[config.mk]
export PLATFORM = sky130hd
export DESIGN_NAME = system_power_reset_control
export DESIGN_NICKNAME = d
export VERILOG_FILES = /design/src/verilog/pwr_rst_pkg.sv /design/src/verilog/sync_cell.sv /design/src/verilog/system_power_reset_control.sv
export SDC_FILE = /design/constraint.sdc
export NUM_CORES = 1
export LEC_CHECK = 0
export ABC_AREA = 1
export BUFFER_PORTS_ARGS = -buffer_cell sky130_fd_sc_hd__clkbuf_2
export CORE_ASPECT_RATIO = 0.9
export CORE_MARGIN = 2
export CORE_UTILIZATION = 43
export DETAILED_ROUTE_END_ITERATION = 12
export PLACE_DENSITY = 0.71
export SLEW_MARGIN = 25
export SYNTH_ARGS = -nofsm -noshare
export SYNTH_HDL_FRONTEND = slang
export SYNTH_SLANG_ARGS = --single-unit
[constraint.sdc]
create_clock -name clk_sys_i -period 0.9 [get_ports clk_sys_i]
set_input_delay 0.27 -clock clk_sys_i [delete_from_list [all_inputs] [get_ports clk_sys_i]]
set_output_delay 0.27 -clock clk_sys_i [all_outputs]
set_load 0.005 [all_outputs]
[src/verilog/pwr_rst_pkg.sv]
// package for the system power and reset control block
// assumes a single 50 MHz system clock domain
package pwr_rst_pkg;

  localparam int unsigned SYNC_STAGES   = 2;
  localparam int unsigned CLK_PERIOD_NS = 20;

  // power states
  typedef enum logic [1:0] {
    PWR_OFF     = 2'b00,
    PWR_WAKE    = 2'b01,
    PWR_ON      = 2'b10,
    PWR_SHUTOFF = 2'b11
  } pwr_state_e;

  // synchronised pin inputs
  typedef struct packed {
    logic on_button;
    logic supply_good;
    logic supply_change_irq;
    logic expansion_attach_irq_in;
  } pin_in_s;

  // event pulses to software
  typedef struct packed {
    logic emergency;
    logic supply_change;
    logic expansion;
  } event_s;

  localparam logic [3:0] PIN_RESET = 4'h0;

endpackage

[src/verilog/sync_cell.sv]
// two flop level synchroniser for one pin input
// assumes the input is asynchronous to clk_sys_i
`timescale 1ns/100ps
module sync_cell (
  input  wire logic clk_sys_i,
  input  wire logic sys_rst_i,
  input  wire logic async_i,
  output logic      sync_o
);
  logic meta_q;
  logic sync_q;

  // meta_q feeds only sync_q
  always_ff @(posedge clk_sys_i or posedge sys_rst_i) begin
    if (sys_rst_i) begin
      meta_q <= 1'b0;
      sync_q <= 1'b0;
    end else begin
      meta_q <= async_i;
      sync_q <= meta_q;
    end
  end

  assign sync_o = sync_q;
endmodule // sync_cell

[src/verilog/system_power_reset_control.sv]
// system power, reset and supply select control
// assumes pins arrive asynchronously; the supply owns its rails
// Function
// - expansion attach input raises an interrupt event
// - low core reset input resets the core
// - on button sets supply select
// - no on-button select while supply good low
// - no wake select while off, supply bad
// - supply select frames serial supply commands
// - supply good loss while running is emergency
// - supply change reported as low priority event
`timescale 1ns/100ps
module system_power_reset_control (
  input  wire logic                     clk_sys_i,
  input  wire logic                     sys_rst_i,
  input  wire logic                     power_on_reset_n_i,
  input  wire logic                     core_reset_n_i,
  input  wire logic                     on_button_i,
  input  wire logic                     supply_good_i,
  input  wire logic                     supply_change_irq_i,
  input  wire logic                     expansion_attach_irq_in_i,
  input  wire logic                     wake_req_i,
  input  wire logic                     power_off_req_i,
  input  wire logic                     spi_frame_i,
  output logic                          supply_select_o,
  output logic                          core_reset_o,
  output logic                          system_on_o,
  output pwr_rst_pkg::event_s           event_o,
  output pwr_rst_pkg::pwr_state_e       state_o
);
  import pwr_rst_pkg::*;

  ////////////////////////////////////////////////////////////////////////////
  // synchronisers

  logic       button_syn;
  logic       good_syn;
  logic       change_syn;
  logic       exp_syn;
  logic       por_syn;
  logic       core_syn;
  pin_in_s    pin;

  // one two flop cell per pin; nothing reads the first flop
  sync_cell u_sync_button (
    .clk_sys_i (clk_sys_i),
    .sys_rst_i (sys_rst_i),
    .async_i   (on_button_i),
    .sync_o    (button_syn)
  );

  sync_cell u_sync_good (
    .clk_sys_i (clk_sys_i),
    .sys_rst_i (sys_rst_i),
    .async_i   (supply_good_i),
    .sync_o    (good_syn)
  );

  sync_cell u_sync_change (
    .clk_sys_i (clk_sys_i),
    .sys_rst_i (sys_rst_i),
    .async_i   (supply_change_irq_i),
    .sync_o    (change_syn)
  );

  sync_cell u_sync_exp (
    .clk_sys_i (clk_sys_i),
    .sys_rst_i (sys_rst_i),
    .async_i   (expansion_attach_irq_in_i),
    .sync_o    (exp_syn)
  );

  ////////////////////////////////////////////////////////////////////////////
  // reset sources, inverted so the cells reset to the idle level

  sync_cell u_sync_por (
    .clk_sys_i (clk_sys_i),
    .sys_rst_i (sys_rst_i),
    .async_i   (~power_on_reset_n_i),
    .sync_o    (por_syn)
  );

  sync_cell u_sync_core (
    .clk_sys_i (clk_sys_i),
    .sys_rst_i (sys_rst_i),
    .async_i   (~core_reset_n_i),
    .sync_o    (core_syn)
  );

  assign pin = {button_syn,
                good_syn,
                change_syn,
                exp_syn};

  ////////////////////////////////////////////////////////////////////////////
  // edge detection

  pin_in_s    prev_q;
  logic       por_active;
  logic       button_rise;
  logic       good_fall;
  logic       change_rise;
  logic       exp_edge;

  // same reset level as the sync cells, so no false edge after reset
  always_ff @(posedge clk_sys_i or posedge sys_rst_i) begin
    if (sys_rst_i) begin
      prev_q <= pin_in_s'(PIN_RESET);
    end else begin
      prev_q <= pin;
    end
  end

  assign por_active  = por_syn;
  assign button_rise = pin.on_button & ~prev_q.on_button;
  assign good_fall   = ~pin.supply_good & prev_q.supply_good;
  assign change_rise = pin.supply_change_irq & ~prev_q.supply_change_irq;
  // attach, detach and peripheral interrupt all show as a change
  assign exp_edge    = pin.expansion_attach_irq_in ^ prev_q.expansion_attach_irq_in;

  ////////////////////////////////////////////////////////////////////////////
  // power state machine

  pwr_state_e state_q;
  pwr_state_e state_d;
  logic       wake_ok;

  // both on-button and wake attempts need supply good
  assign wake_ok = (button_rise | wake_req_i) & pin.supply_good;

  always_comb begin
    state_d = state_q;
    unique case (state_q)
      PWR_OFF: begin
        if (wake_ok) begin
          state_d = PWR_WAKE;
        end
      end
      PWR_WAKE: begin
        state_d = PWR_ON;
      end
      PWR_ON: begin
        if (power_off_req_i) begin
          state_d = PWR_SHUTOFF;
        end
      end
      PWR_SHUTOFF: begin
        state_d = PWR_OFF;
      end
    endcase
  end

  // power-on reset wins over any request in flight
  always_ff @(posedge clk_sys_i or posedge sys_rst_i) begin
    if (sys_rst_i) begin
      state_q <= PWR_OFF;
    end else if (por_active) begin
      state_q <= PWR_OFF;
    end else begin
      state_q <= state_d;
    end
  end

  ////////////////////////////////////////////////////////////////////////////
  // outputs

  logic   running;
  logic   select_d;
  logic   select_q;
  logic   core_rst_d;
  logic   core_rst_q;
  logic   emergency_d;
  logic   change_d;
  logic   expansion_d;
  event_s event_d;
  event_s event_q;

  assign running = (state_q == PWR_ON);

  // wake pulse, then serial frames reuse the same select
  assign select_d   = (state_d == PWR_WAKE) | (running & spi_frame_i);
  assign core_rst_d = core_syn | por_active;

  // emergency only while on: an off system has nothing to shut down
  assign emergency_d = running & good_fall;
  assign change_d    = change_rise;
  assign expansion_d = exp_edge;
  assign event_d     = {emergency_d, change_d, expansion_d};

  always_ff @(posedge clk_sys_i or posedge sys_rst_i) begin
    if (sys_rst_i) begin
      select_q <= 1'b0;
    end else begin
      select_q <= select_d;
    end
  end

  // core held in reset until sys_rst_i falls, then follows the synchronised reset pins, whose cells reset to released
  always_ff @(posedge clk_sys_i or posedge sys_rst_i) begin
    if (sys_rst_i) begin
      core_rst_q <= 1'b1;
    end else begin
      core_rst_q <= core_rst_d;
    end
  end

  always_ff @(posedge clk_sys_i or posedge sys_rst_i) begin
    if (sys_rst_i) begin
      event_q <= '0;
    end else begin
      event_q <= event_d;
    end
  end

  assign supply_select_o = select_q;
  assign core_reset_o    = core_rst_q;
  assign system_on_o     = running;
  assign event_o         = event_q;
  assign state_o         = state_q;
endmodule // system_power_reset_control

After elaboration in Yosys (flattened, before gate mapping). Cells that the tools add are included.

Flip-flop bits (word level): 23. Input port bits: 11. Output and inout port bits: 8. Word-level logic and storage cells: 46.

Equality and inequality tests: 4. Muxes and demuxes: 4. Bitwise gates (word level): 15. Reduce and logical (&&, ||, !) cells: 1.

Operator list (number): $pmux 2 s4 (1); $and 1x1->1 (6); $mux 2 (3); $not 1->1 (5); $eq 2x1->1 const B (2); $eq 2x2->1 const B (2); $or 1x1->1 (3); $logic_not 2->1 (1); $xor 1x1->1 (1).

Logic depth before layout (Yosys ltp).
Depth in word-level cells: 8. Mapped depth: 7. Depth with buffers taken out: 7.

Cells and area by module. From an unflattened synthesis, not the netlist that was laid out.

Cells, all modules: 59. Area total of the unflattened synthesis: 744.5 µm².

By module, submodules not included: system_power_reset_control (times used 1, cells each 41, area each 421.7 µm², sequential area each 276.5 µm²); sync_cell (times used 6, cells each 3, area each 53.8 µm², sequential area each 50.0 µm²).

Worst setup path after synthesis. No wires, ideal clock.

Kind: register to register. Start point: register state_q[0] (netlist: state_o[0]). End point: register select_q (netlist: supply_select_o). Setup time: 0.117 ns. Arrival time: 0.931 ns. Required time: 0.783 ns. Slack: -0.148 ns. Cell stages (with the launch flop): 7. Path buffers: 0. Clock period less this slack: 1.048 ns. Cell sequence: dfrtp_1 inv_1 ha_1 o21ai_1 nand2_1 nand3_1 nand2_1.

Word-level cells in the longest chain between the ends: 4. Elaborated cells between the ends (all ways): 10. Classes of those cells: eq/ne: 4; mux: 3; bitwise: 2; reduce/logical: 1.

Ends and longest elaborated chain: start, declared (line system_power_reset_control.sv:124) `pwr_state_e state_q;`; start signal, assigned (line system_power_reset_control.sv:160) `state_q <= state_d;`; $eq 2x2->1 (*) (line system_power_reset_control.sv:178) `assign running = (state_q == PWR_ON);`; net system_on_o (line system_power_reset_control.sv:27) `output logic system_on_o,`; $pmux 2 s4 (line system_power_reset_control.sv:133) `unique case (state_q)`; $eq 2x1->1 (line system_power_reset_control.sv:181) `assign select_d = (state_d == PWR_WAKE) | (running & spi_frame_i);`; $or 1x1->1 (*) (line system_power_reset_control.sv:181); net select_d (line system_power_reset_control.sv:168) `logic select_d;`; end signal, assigned (line system_power_reset_control.sv:194) `select_q <= select_d;`; end, declared (line system_power_reset_control.sv:169) `logic select_q;`.

Mark *: on every way through the listed nets, which the timed path passes. The rest lies on a longest branch.

Final worst setup path.
Start point: register state_q[0] (netlist: state_o[0]). End point: output system_on_o.

Word-level cells in the longest chain between the ends: 1.

Ends and longest elaborated chain (line): $eq 2x2->1 (system_power_reset_control.sv:178); end, declared (system_power_reset_control.sv:27).

Every way passes these cells.

==> reports/metrics.cfg <==
[status]
outcome=finished, violations left
violations=setup timing

[logic_synthesis]
synthAdderAreaFrac_pct=3.47
async_flop_share_pct=100
synth_seq_cells=23
synth_compound_area_share_pct=0.693
synth_largest_area_cell=dfrtp_1
synth.avg_cell_area_um2=13.6
synth_nets=66
synthSimpleGateAreaFrac_pct=9.53
syn_area_um2=722
synth_top_area_share_pct=76.3
synth_edf_count=0
synth_top_family_by_area=simple AND/OR/NAND/NOR gates
synth.most_common_cell=dfrtp_1
ys_top_cells_by_count=dfrtp_1, inv_1, nand2_1
ys.flop_type=dfrtp_1
synth-xor-area-share_pct=1.21
synth_mux_area_share_pct=0
synth_cells=53
synthTopCellsByArea=dfrtp_1, inv_1, nand2_1
ys_warn_count=0
ys_seq_area_share_pct=79.9
yosysUniqueCellTypes=12

[route]
vias_per_cell=4.13
wl_met2_um=524
drc=0
met3_length_um=53
drt_pass1_iterations=2
final_antenna_net_count=0
wire_per_inst_um=9.17
drtIter0Drc=2
m1WireLength_um=398
totalWireLength_um=990
top_layer=met4
vias=446

[sta]
max-slew-margin-rel_pct=82.1
max_freq_mhz=778
setup_slack_ns=-0.385
final_hold_viol_count=0
finalSetupViolations=12
grt_setup_unrepaired=true
period_minus_slack_ns=1.29
finClkSkew_ns=0.00645
worst_pin_slew_ns=0.268
maxSlewViolCount=0
tns_ns=-2.87
finalCritPeriodShare_pct=143
timing.hold.ws_ns=0.0650

[setup_path]
cp_top_family=flip-flops
worstPathRequired_ns=0.63
critPathArrivalTime_ns=1.02
crit_path_cell_trace=inv_2 -> ha_4 -> buf_6
critPathLaunchType=flop
critical_path_class=reg2out
max_stage_delay_ns=0.41
reg2reg_to=state_o[0]$_DFF_PP0_
worst-path-buf-inv=2
rr_startpoint=state_o[0]$_DFF_PP0_
worst-r2r-cell-count=9
cp_max_fo=2
r2r_setup_slack_ns=-0.29
critPathCaptureType=primary output
critPathSlowestCell=dfrtp_1

[worst_hold_path]
hold_start=expansion_attach_irq_in_i
hold_path.class=in2reg
holdPathStages=1
whs_endpoint=u_sync_exp.meta_q$_DFF_PP0_

[die]
initial_core_util_pct=44.3
num_rows=14
pin_count=19
dieHeight_um=42.9
core_area_um2=1630
die_area_um2=2020
fp.dieW_um=47.2

[cells_and_area]
stdcell_area_um2=1000
drive_above_1_share_pct=53.6
fin_nets=98
fillers=139
post-route-util_pct=61.7
fin_cells=108
areaGrowthSynthToFinish_pct=39.2
diodes=0

[clock_network]
clk_pin_slew_ns=0.11
tritoncts=done
clock-sinks=23
clock-root-buffer=clkbuf_4
cts_buffers=3
insertion_delay_ns=0.30
cts_buffer_depth=2
htree_levels=1

[place]
gp_congestion=0.668
dp_slack_ns=-0.179
place_area_um2=892
hpwl_um=753
io_buffers=18
dp.cells=99

[global_routing]
overflow=0
antenna_found_initial=0
grt_max_degree=14
grt_usage_pct=11.7
grt_pass1_vias=409
grt_pass1_wl_mm=1.57

[power_and_ir_drop]
peakVddDrop_mv=1.22
powerDensity_nw_per_um2=2690
p_leak_nw=0.524
finalPower_mw=2.70

[flow_run]
cap_violations=0

==> area by class of cell <==
| class | count | area (µm²) | area share (%) |
|---|---|---|---|
| Clock buffer | 3 | 22.5 | 2.24 |
| Tap cell | 24 | 30.0 | 2.99 |
| Sequential cell | 23 | 577 | 57.4 |
| Inverter | 10 | 42.5 | 4.23 |
| Timing Repair Buffer | 27 | 174 | 17.3 |
| Clock inverter | 1 | 5.00 | 0.498 |
| Multi-Input combinational cell | 20 | 154 | 15.3 |
==> logic make-up after synthesis <==
family	count (synthesis)
AOI/OAI and AO/OA	1
DFF	23
and+or+nand+nor	16
xor gates and xnor gates	1
buffers and inverters	10
adders and majority gates	2
==> per-layer routing <==
| metal | global-route usage, % | up-vias |
|---|---|---|
| li1 | - | 217 |
| met1 | 13.5 | 208 |
| met2 | 19.2 | 19 |
| met3 | 3.83 | 2 |
| met4 | 5.00 | 0 |
| met5 | 0 | - |
==> how the worst max path moves through the flow <==
stage / from / end / slack, ns / cells after the start
after floorplan: state_o[0]$_DFF_PP0_ / state_o[0]$_DFF_PP0_ / -0.12 / 6
after global placement: state_o[1]$_DFF_PP0_ / state_o[0]$_DFF_PP0_ / -0.14 / 7
after detailed placement: state_o[1]$_DFF_PP0_ / state_o[0]$_DFF_PP0_ / -0.18 / 7
after CTS: state_o[0]$_DFF_PP0_ / system_on_o / -0.41 / 3
after global routing: state_o[0]$_DFF_PP0_ / system_on_o / -0.45 / 3
final: state_o[0]$_DFF_PP0_ / system_on_o / -0.39 / 3
==> registers in the layout, indices dropped and copies added, names as in the netlist <==
| name | flops |
|---|---|
| core_reset_o | 1 |
| event_o | 3 |
| prev_q | 4 |
| state_o | 2 |
| supply_select_o | 1 |
| u_sync_button.meta_q | 1 |
| u_sync_button.sync_o | 1 |
| u_sync_change.meta_q | 1 |
| u_sync_change.sync_o | 1 |
| u_sync_core.meta_q | 1 |
| u_sync_core.sync_o | 1 |
| u_sync_exp.meta_q | 1 |
| u_sync_exp.sync_o | 1 |
| u_sync_good.meta_q | 1 |
| u_sync_good.sync_o | 1 |
| u_sync_por.meta_q | 1 |
| u_sync_por.sync_o | 1 |
==> power by group <==
group / leakage, nW / internal [mW] / total (mW) / switching (mW)
registers: 0.274 / 1.15 / 1.21 / 0.0631
clock network: 0.0177 / 0.166 / 0.440 / 0.275
logic: 0.232 / 0.551 / 1.04 / 0.493
==> placed cells by master (no fill, tap or decap), drive strengths merged <==
cell / instances
buf: 9
clkbuf: 20
clkinv: 1
dfrtp: 22
dfstp: 1
dlygate4sd3: 1
ha: 2
inv: 10
nand2: 9
nand3: 1
nor2: 5
o21ai: 1
or2: 1
xor2: 1
==> timing repair <==
action / 4_1_cts / 5_1_grt
gates cloned: 0 / 0
gates resized for setup: 10 / 3
hold buffers: 1 / 0
buffers inserted: 3 / 2
hold endpoints to repair: 5 / 0
setup endpoints to repair: 12 / 12
pin swaps: 7 / 5
Note: power is estimated with default switching activity, not from simulation.
